File: config.mk
export PLATFORM = sky130hd
export DESIGN_NAME = adc_mode_regs
export DESIGN_NICKNAME = d
export VERILOG_FILES = /design/src/adc_regs_pkg.sv /design/src/pin_sync.sv /design/src/adc_mode_regs.sv
export VERILOG_INCLUDE_DIRS = /design/src
export SDC_FILE = /design/constraint.sdc
export NUM_CORES = 1
export LEC_CHECK = 0
export BUFFER_PORTS_ARGS = -buffer_cell sky130_fd_sc_hd__buf_4
export CORE_MARGIN = 5
export CORE_UTILIZATION = 50
export CTS_CLUSTER_SIZE = 16
export DETAILED_ROUTE_END_ITERATION = 6
export PLACE_DENSITY = 0.76
export SETUP_SLACK_MARGIN = 0.2
export SYNTH_ARGS = -nofsm -noshare
export SYNTH_HDL_FRONTEND = slang
export SYNTH_SLANG_ARGS = --single-unit
File: constraint.sdc
create_clock -name i_clk -period 2.5 [get_ports i_clk]
set_input_delay 0.25 -clock i_clk [delete_from_list [all_inputs] [get_ports i_clk]]
set_output_delay 0.25 -clock i_clk [all_outputs]
set_load 0.05 [all_outputs]
File: src/adc_regs_map.svh
// Register offsets, field positions, reset values and serial word counts of the mode registers.
`ifndef ADC_REGS_MAP_SVH
`define ADC_REGS_MAP_SVH

`define ADDR_SW_RESET    7'h00
`define ADDR_OUT_MODE    7'h02
`define ADDR_PAT_HIGH    7'h03
`define ADDR_PAT_LOW     7'h04

`define OM_CUR_MSB       7
`define OM_CUR_LSB       5
`define OM_TERM_BIT      4
`define OM_OFF_BIT       3
`define OM_FMT_MSB       2
`define PH_FORCE_BIT     7
`define PH_UNUSED_BIT    6
`define PH_PAT_MSB       5
`define SW_RESET_BIT     7

`define REG_RESET_VAL    8'h00
`define PAT_HIGH_MASK    8'hBF

`define WORD_BITS        5'h10
`define ADDR_DONE_BITS   5'h08
`define RW_BIT           15

`define CUR_UA_000       14'hDAC
`define CUR_UA_001       14'hFA0
`define CUR_UA_010       14'h1194
`define CUR_UA_100       14'hBB8
`define CUR_UA_101       14'h9C4
`define CUR_UA_110       14'h834
`define CUR_UA_111       14'h6D6

`define WLEN_16          5'h10
`define WLEN_14          5'h0E
`define WLEN_12          5'h0C

`endif

File: src/adc_regs_pkg.sv
// Types shared by the mode register bank.
package adc_regs_pkg;

  localparam int NUM_CH   = 4;
  localparam int SAMPLE_W = 14;

  typedef logic [NUM_CH-1:0][SAMPLE_W-1:0] chan_data_t;

  typedef struct packed {
    logic       two_lane;
    logic [4:0] word_bits;
  } fmt_t;

  typedef struct packed {
    logic        sck_d;
    logic [4:0]  cnt;
    logic [15:0] rx;
    logic [7:0]  rd_sh;
    logic        rd_act;
    logic        sdo_oe;
    logic        sdo_lvl;
    logic [7:0]  omode;
    logic [7:0]  tp_hi;
    logic [7:0]  tp_lo;
    logic [13:0] drive_ua;
    logic        term;
    logic        out_en;
    fmt_t        fmt;
    logic        pat_on;
    chan_data_t  chan;
  } state_t;

endpackage

File: src/pin_sync.sv
// Two-stage synchroniser for a group of pins from outside the clock domain.
`timescale 1ns/1ps
`default_nettype none

module pin_sync #(
  parameter int           W       = 3,
  parameter logic [W-1:0] RST_VAL = '0
) (
  // Clock, reset, enable.
  input  wire logic         i_clk,
  input  wire logic         i_resetn,
  input  wire logic         i_ce,
  // Pins in, synchronised levels out.
  input  wire logic [W-1:0] i_async,
  output logic      [W-1:0] o_sync
);

  typedef struct packed {
    logic [W-1:0] meta;
    logic [W-1:0] sync;
  } sync_state_t;

  sync_state_t s_r;
  sync_state_t s_nxt;

  always_comb
  begin
    s_nxt      = s_r;
    s_nxt.meta = i_async;
    s_nxt.sync = s_r.meta;
  end

  always_ff @(posedge i_clk or negedge i_resetn)
  begin
    if (!i_resetn)
    begin
      s_r <= '{meta: RST_VAL, sync: RST_VAL};
    end
    else if (i_ce)
    begin
      s_r <= s_nxt;
    end
  end

  assign o_sync = s_r.sync;

endmodule // pin_sync

`default_nettype wire

File: src/adc_mode_regs.sv
// Serial-programmed output mode and test pattern registers of a four-channel converter.
`timescale 1ns/1ps
`default_nettype none
`include "adc_regs_map.svh"

module adc_mode_regs (
  // Clock, reset, enable.
  input  wire logic                    i_clk,
  input  wire logic                    i_resetn,
  input  wire logic                    i_ce,
  // Serial programming port.
  input  wire logic                    i_cs_n,
  input  wire logic                    i_sck,
  input  wire logic                    i_sdi,
  input  wire logic                    i_sdo_in,
  output logic                         o_sdo_out,
  output logic                         o_sdo_oe,
  // Sample path.
  input  wire adc_regs_pkg::chan_data_t i_samples,
  output adc_regs_pkg::chan_data_t     o_chan_data,
  output logic                         o_pattern_active,
  // Output driver and serializer settings.
  output logic [13:0]                  o_drive_current_ua,
  output logic                         o_term_enable,
  output logic                         o_outputs_enable,
  output logic                         o_two_lane,
  output logic [4:0]                   o_word_bits
);

  adc_regs_pkg::state_t s_r;
  adc_regs_pkg::state_t s_nxt;
  logic [2:0]           pins_s;
  logic                 cs_n_s;
  logic                 sck_s;
  logic                 sdi_s;
  logic                 sck_rise;
  logic                 sck_fall;
  logic [15:0]          word;

  // Chip select idles high so a reset never looks like a frame start.
  pin_sync #(
    .W       (3),
    .RST_VAL (3'h1)
  ) u_pin_sync (
    .i_clk    (i_clk),
    .i_resetn (i_resetn),
    .i_ce     (i_ce),
    .i_async  ({i_sdi, i_sck, i_cs_n}),
    .o_sync   (pins_s)
  );

  assign cs_n_s   = pins_s[0];
  assign sck_s    = pins_s[1];
  assign sdi_s    = pins_s[2];
  assign sck_rise = sck_s & ~s_r.sck_d;
  assign sck_fall = ~sck_s & s_r.sck_d;
  assign word     = {s_r.rx[14:0], sdi_s};

  // Code 011 falls back to the reset current so the pads stay in a known state.
  function automatic logic [13:0] cur_ua(input logic [2:0] sel);
    logic [13:0] ua;
    ua = `CUR_UA_000;
    case (sel)
      3'h1:    ua = `CUR_UA_001;
      3'h2:    ua = `CUR_UA_010;
      3'h4:    ua = `CUR_UA_100;
      3'h5:    ua = `CUR_UA_101;
      3'h6:    ua = `CUR_UA_110;
      3'h7:    ua = `CUR_UA_111;
      default: ua = `CUR_UA_000;
    endcase
    return ua;
  endfunction

  // Codes 011 and 100 fall back to two lanes of 16 bits, the reset format.
  function automatic adc_regs_pkg::fmt_t fmt_decode(input logic [2:0] sel);
    adc_regs_pkg::fmt_t f;
    f = '{two_lane: 1'b1, word_bits: `WLEN_16};
    case (sel)
      3'h1:    f = '{two_lane: 1'b1, word_bits: `WLEN_14};
      3'h2:    f = '{two_lane: 1'b1, word_bits: `WLEN_12};
      3'h5:    f = '{two_lane: 1'b0, word_bits: `WLEN_14};
      3'h6:    f = '{two_lane: 1'b0, word_bits: `WLEN_12};
      3'h7:    f = '{two_lane: 1'b0, word_bits: `WLEN_16};
      default: f = '{two_lane: 1'b1, word_bits: `WLEN_16};
    endcase
    return f;
  endfunction

  // The reset register always reads zero because nothing is stored for it and reg_read has no entry for its address.
  function automatic logic [7:0] reg_read(input logic [6:0] addr,
                                          input adc_regs_pkg::state_t st);
    logic [7:0] d;
    d = 8'h00;
    if (addr == `ADDR_OUT_MODE)
      d = st.omode;
    else if (addr == `ADDR_PAT_HIGH)
      d = st.tp_hi;
    else if (addr == `ADDR_PAT_LOW)
      d = st.tp_lo;
    else
      d = 8'h00;
    return d;
  endfunction

  always_comb
  begin
    s_nxt         = s_r;
    s_nxt.sck_d   = sck_s;
    s_nxt.sdo_lvl = 1'b0;
    if (cs_n_s)
    begin
      s_nxt.cnt    = 5'h00;
      s_nxt.rd_act = 1'b0;
      s_nxt.sdo_oe = 1'b0;
    end
    else if (sck_rise && s_r.cnt < `WORD_BITS)
    begin
      s_nxt.rx  = word;
      s_nxt.cnt = 5'(s_r.cnt + 5'h01);
      if (s_r.cnt == `ADDR_DONE_BITS - 5'h01 && word[7])
      begin
        s_nxt.rd_act = 1'b1;
        s_nxt.rd_sh  = reg_read(word[6:0], s_r);
      end
      if (s_r.cnt == `WORD_BITS - 5'h01 && !word[`RW_BIT])
      begin
        if (word[14:8] == `ADDR_SW_RESET)
        begin
          if (word[`SW_RESET_BIT])
          begin
            s_nxt.omode = `REG_RESET_VAL;
            s_nxt.tp_hi = `REG_RESET_VAL;
            s_nxt.tp_lo = `REG_RESET_VAL;
          end
        end
        else if (word[14:8] == `ADDR_OUT_MODE)
          s_nxt.omode = word[7:0];
        else if (word[14:8] == `ADDR_PAT_HIGH)
          s_nxt.tp_hi = word[7:0] & `PAT_HIGH_MASK;
        else if (word[14:8] == `ADDR_PAT_LOW)
          s_nxt.tp_lo = word[7:0];
      end
    end
    else if (sck_fall && s_r.rd_act)
    begin
      // Open drain: pull low for a zero, release for a one or after the word.
      if (s_r.cnt == `WORD_BITS)
      begin
        s_nxt.rd_act = 1'b0;
        s_nxt.sdo_oe = 1'b0;
      end
      else
      begin
        s_nxt.sdo_oe = ~s_r.rd_sh[7];
        s_nxt.rd_sh  = {s_r.rd_sh[6:0], 1'b0};
      end
    end

    s_nxt.term     = s_nxt.omode[`OM_TERM_BIT];
    s_nxt.drive_ua = 14'(cur_ua(s_nxt.omode[`OM_CUR_MSB:`OM_CUR_LSB]) << s_nxt.term);
    s_nxt.out_en   = ~s_nxt.omode[`OM_OFF_BIT];
    s_nxt.fmt      = fmt_decode(s_nxt.omode[`OM_FMT_MSB:0]);
    s_nxt.pat_on   = s_nxt.tp_hi[`PH_FORCE_BIT];
    for (int i = 0; i < adc_regs_pkg::NUM_CH; i++)
    begin
      s_nxt.chan[i] = s_nxt.pat_on ? {s_nxt.tp_hi[`PH_PAT_MSB:0], s_nxt.tp_lo}
                                   : i_samples[i];
    end
  end

  always_ff @(posedge i_clk or negedge i_resetn)
  begin
    if (!i_resetn)
    begin
      s_r         <= '0;
      s_r.out_en  <= 1'b1;
      s_r.drive_ua <= `CUR_UA_000;
      s_r.fmt     <= '{two_lane: 1'b1, word_bits: `WLEN_16};
    end
    else if (i_ce)
    begin
      s_r <= s_nxt;
    end
  end

  assign o_sdo_out          = s_r.sdo_lvl;
  assign o_sdo_oe           = s_r.sdo_oe;
  assign o_chan_data        = s_r.chan;
  assign o_pattern_active   = s_r.pat_on;
  assign o_drive_current_ua = s_r.drive_ua;
  assign o_term_enable      = s_r.term;
  assign o_outputs_enable   = s_r.out_en;
  assign o_two_lane         = s_r.fmt.two_lane;
  assign o_word_bits        = s_r.fmt.word_bits;

  logic last_edge;
  assign last_edge = i_ce && !cs_n_s && sck_rise && s_r.cnt == `WORD_BITS - 5'h01;
endmodule // adc_mode_regs

`default_nettype wire

==> results of run 1 <==
-- power by group through the flow --
stage	logic [mW]	registers [mW]	clock network [mW]
3_5_place_dp	2.31	2.94	0
3_3_place_gp	2.27	2.94	0
4_1_cts	2.46	2.92	2.51
5_1_grt	2.82	2.99	2.64
6_report	2.64	2.95	2.51
2_1_floorplan	1.79	2.78	0
-- cell type report --
cell class                 count  share of cell area
multi-input combinational    522               0.377
sequential                   134               0.339
timing repair buffer         236               0.196
clock buffer                  28              0.0520
tap                          184              0.0232
clock inverter                 4             0.00705
inverter                      18             0.00679
-- per-layer routing --
metal  wire [um]  share of wire  track usage
met1        8770           0.39        0.325
met2       10900           0.49        0.409
met3        1860          0.084       0.0687
met4         679          0.031        0.101
met5           0              0            0
-- kinds of logic after synthesis --
| logic type | after synthesis | share of synthesized area |
|---|---|---|
| compound gates | 173 | 0.151 |
| flops | 134 | 0.461 |
| xor+xnor | 5 | 0.00600 |
| other cells | 1 | 0.000513 |
| buf+inv | 150 | 0.118 |
| fa+ha+maj | 3 | 0.00514 |
| simple gates | 297 | 0.201 |
| mux | 39 | 0.0569 |
-- registers in the layout (all words and copies together) (netlist names) --
register,count
o_drive_current_ua,13
o_chan_data,56
o_two_lane,1
s_r,53
u_pin_sync.s_nxt,3
o_sdo_oe,1
o_word_bits,3
u_pin_sync.o_sync,3
o_outputs_enable,1
-- worst max path at each step --
| stage | from | end | slack [ns] |
|---|---|---|---|
| after floorplan | s_r[131] | o_chan_data[14] | -0.22 |
| after global placement | s_r[130] | o_chan_data[42] | -0.31 |
| after detailed placement | s_r[130] | o_chan_data[14] | -0.37 |
| after CTS | s_r[131] | o_chan_data[34] | -0.26 |
| after global routing | s_r[130] | o_chan_data[47] | -0.41 |
| final | s_r[130] | o_chan_data[47] | -0.28 |
-- Yosys cell counts (13+ instances only) --
master and count:
buf_4 77, and3_1 13, mux2i_1 19, nor2_1 49
clkbuf_1 42, dfrtp_1 122, nand2_1 109, nand3_1 74
inv_1 17, a21oi_1 34, o21ai_0 59, mux2_2 20
-- worst reg2reg max path, stage by stage, from the launching register on --
cell and delay [ns]:
dfrtp_1 0.36, ha_2 0.18, and3_4 0.19, ha_4 0.12
or3b_4 0.40, or4_4 0.45, nor4bb_4 0.28, buf_6 0.18
a22oi_1 0.09, or3_4 0.38, nand3_1 0.10
-- per-stage QoR --
stage | setup slack (ns) | hold slack, ns | instance area, um^2
5_1_grt | -0.413 | 0.0429 | 9940
4_1_cts | -0.261 | 0.0444 | 9540
2_1_floorplan | -0.221 | -0.0456 | 7400
3_3_place_gp | -0.308 | 0.170 | 8460
3_5_place_dp | -0.367 | 0.178 | 8460
6_report | -0.282 | 0.0539 | 9940
-- what timing repair did --
| action | 4_1_cts | 5_1_grt |
|---|---|---|
| hold buffers | 1 | 0 |
| hold endpoints to repair | 26 | 0 |
| setup buffers | 15 | 9 |
| pin swaps | 31 | 34 |
| gates resized for setup | 91 | 69 |
| cloned | 1 | 2 |
| endpoints found under the setup margin | 98 | 104 |
==> out/qor.txt, run 1 <==
Antenna Violating Nets Remaining = 0
Worst Max-Slew Pin Slew = 0.681 ns
vias in the first global route = 6505
Worst Hold Depth = 2
Overflow after GRT = 0
number of synthesized register bits = 134
top-area cell type share of the netlist area = 0.418
Setup CP Type = reg2reg
CP Cell Sequence = ha_2 -> and3_4 -> ha_4 -> or3b_4 -> or4_4 -> nor4bb_4 -> buf_6 -> a22oi_1 -> or3_4 -> nand3_1
drt wl/cell = 19.8 um
GPL Wtd Cong = 0.921
Worst-path clk slew = 0.06 ns
Worst Path Arrival = 3.15 ns
most frequent cells in the layout = buf_4 (211), dfrtp_1 (122), nand2_1 (97), nand3_1 (47), nor2_1 (45)
WL final = 22200 um
largest stage delay on the critical path = 0.45 ns
worst r2r src = s_r[130]
initial core utilization = 0.506
DRC viols = 0
Slew Limit Fails = 0
Tmin final = 2.78 ns
sequential share of power = 0.364
power share of the combinational group = 0.326
1st-pass router iterations = 5
global-route wire length before repair = 33500 um
Post-Layout Cell Count = 1126
Cells after Synth = 802
Clock Latency Late Sink = 0.43 ns
sequential-to-total area share from yosys stat = 0.461
die area = 17100 um^2
PortBufs = 139
outcome = finished, violations left
drt initial violations = 592
Mapped Avg Cell Area = 9.11 um^2
Most used DFF post-synth = dfrtp_1
antenna violations before repair = 0
multi-input logic area = 3750 um^2
CTS root buf = clkbuf_16
delay-heaviest family, CP = simple AND/OR/NAND/NOR gates
Worst Hold Class = in2reg
I/O pins = 144
register-to-register setup slack = -0.28 ns
max frequency = 359 MHz
TritonCTS clock tree = done
H-Tree Depth = 4
Post-synth ARST share = 1.00
Critical Path Sink Type = flip-flop
final core occ = 0.689
Leak = 4.65 nW
worst setup margin = -0.282 ns
CP bufs+invs = 1
Net count, final = 995
Die Ht = 131 um
CTS sink count = 134
Worst EP required = 2.87 ns
Synth-to-Final Area Change = 36.2%
RSZ-0062 raised after global routing = true
Clock Skew = 0.00871 ns
Switching Fraction = 0.361
Fin. Hold Viols = 0
Setup crit start kind = flip-flop
Cells after DPL = 1066
largest net degree at the start of global routing = 67
failing checks = negative setup slack
HPWL after DPL = 14000 um
WHS Endpoint = u_pin_sync.s_nxt[0]
Yosys warnings = 0
NetSw = 2.93 mW
power density over the cells = 815 nW/um^2
top post-synthesis cells by area = dfrtp_1 (42%), buf_4 (7.9%), nand2_1 (5.6%), nand3_1 (5.1%), dfstp_2 (4.3%)
final setup fails = 71
share of post-route cells with drive strength above 1 = 0.448
Post-Syn Area = 7300 um^2
Vias = 6697
Die W = 131 um
Seq. cell area = 3370 um^2
number of vias per cell = 5.95
diode count = 0
Tot Pwr = 8.10 mW
clock share of power = 0.310
row count = 44
fin crit share = 1.11
Pint = 5.18 mW
Worst IR Drop VDD = 0.000497 V
total track usage = 0.253
cells on worst reg2reg path = 10
reg2reg end = o_chan_data[47]
Worst Hold Launch = i_cs_n
clock buffer depth = 2
fillers = 1043
CP max-delay cell = or4_4
CTS Buf Count = 17
post-synth cell types = 68
setup TNS = -11.73 ns
crit-path max FO = 8
core area = 14400 um^2
most common cell after layout, fill and taps aside = buf_4
CP Depth = 10
number of synthesized flops with an enable pin = 0
Synth area leader = dfrtp_1
Slew headroom = 0.545
total of max-cap violations = 0
Note: power is estimated with default switching activity, not from simulation.
==> run 2: changes to the inputs <==
- SKIP_LAST_GASP: default -> 1
==> out/qor.txt, run 2 (same netlist as run 1, synthesis figures left out) <==
RSZ-0062 raised after global routing = true
number of flip-flops in the largest register = 56
Die Ht = 131 um
TritonCTS clock tree = done
power density over the cells = 815 nW/um^2
crit-path max FO = 8
drt initial violations = 658
Worst EP required = 2.86 ns
HPWL after DPL = 14000 um
Slew Limit Fails = 0
Worst Max-Slew Pin Slew = 0.628 ns
PortBufs = 139
failing checks = negative setup slack
final setup fails = 86
cell area after placement = 8460 um^2
Tmin final = 2.80 ns
most frequent cells in the layout = buf_4 (214), dfrtp_1 (122), nand2_1 (95), nand3_1 (51), o21ai_0 (49)
WL final = 22200 um
Worst-path clk slew = 0.06 ns
DRC viols = 0
1st-pass router iterations = 6
H-Tree Depth = 4
most common cell after layout, fill and taps aside = buf_4
Clock Skew = 0.00726 ns
Worst Path Arrival = 3.16 ns
Net count, final = 998
die area = 17100 um^2
I/O pins = 144
drt wl/cell = 19.6 um
row count = 44
share of post-route cells with drive strength above 1 = 0.443
GPL Wtd Cong = 0.921
Die W = 131 um
worst setup margin = -0.298 ns
CTS sink count = 134
setup TNS = -15.52 ns
max frequency = 357 MHz
register-to-register setup slack = -0.30 ns
outcome = finished, violations left
clock buffer depth = 2
Critical Path Sink Type = flip-flop
global-route wire length before repair = 33100 um
Hold Slack = 0.0536 ns
Synth-to-Final Area Change = 35.4%
Antenna Violating Nets Remaining = 0
CTS Buf Count = 17
Clock Latency Late Sink = 0.43 ns
Leak = 4.64 nW
total track usage = 0.250
Setup CP Type = reg2reg
vias in the first global route = 6498
fin crit share = 1.12
Setup crit start kind = flip-flop
Fin. Hold Viols = 0
CTS root buf = clkbuf_16
Vias = 6702
Overflow after GRT = 0
Worst Hold Class = in2reg
total of max-cap violations = 0
initial core utilization = 0.506
fin area = 9890 um^2
Worst IR Drop VDD = 0.000495 V
largest net degree at the start of global routing = 67
number of vias per cell = 5.94
diode count = 0
Slew headroom = 0.581
core area = 14400 um^2
antenna violations before repair = 0
Tot Pwr = 8.06 mW
[run 2: cell count changes in the layout (fill, tap and decap cells not counted), sizes merged]
cell,change
buf,+3
[run 2: worst paths after layout]
path | from | cells past startpoint | to
worst max-delay path | s_r[131] | 10 | o_chan_data[43]
worst min-delay path | i_cs_n | 2 | u_pin_sync.s_nxt[0]
worst max register to register | s_r[131] | 10 | o_chan_data[43]
worst min register to register | s_r[110] | 2 | s_r[110]
max in group asynchronous | i_resetn | 3 | o_word_bits[4]
min in group asynchronous | i_resetn | 2 | u_pin_sync.s_nxt[1]
[run 2: metrics by stage]
step	instances	util	setup WS (ns)
3_3_place_gp	1066	0.586	-0.308
3_5_place_dp	1066	0.586	-0.367
5_1_grt	1129	0.686	-0.400
4_1_cts	1115	0.657	-0.261
6_report	1129	0.686	-0.298
2_1_floorplan	804	-	-0.221
[run 2: critical path, stage by stage, from the launching register on]
cell      delay (ns)
dfrtp_1         0.36
ha_2            0.18
and3_4          0.19
ha_4            0.12
or3b_4          0.40
or4_4           0.46
nor4bb_4        0.29
buf_6           0.18
a22oi_1         0.07
or3_4           0.38
nand3_1         0.11
[run 2: where the power goes]
part	switching, mW	leakage, nW	internal [mW]
logic	1.59	2.69	1.02
registers	0.414	1.66	2.54
clock network	0.901	0.289	1.60
total	2.90	4.64	5.16
[run 2: timing repair]
action	CTS	global route
setup buffers	15	12
setup endpoints to repair	98	104
gates resized for setup	66	70
hold buffers	1	0
gates cloned	1	2
hold endpoints to repair	26	0
pin swaps	29	28
[run 2: area by class of cell]
class	instances	area (um^2)
clock inverter	4	70.1
fill	1052	4530
timing repair buffer	239	1970
multi-input combinational	522	3670
sequential	134	3370
inverter	18	67.6
clock buffer	28	517
tap	184	230
[run 2: layer usage]
| metal | share of wire | global-route usage |
|---|---|---|
| met1 | 0.40 | 0.322 |
| met2 | 0.49 | 0.401 |
| met3 | 0.082 | 0.0679 |
| met4 | 0.030 | 0.100 |
| met5 | 0 | 0 |
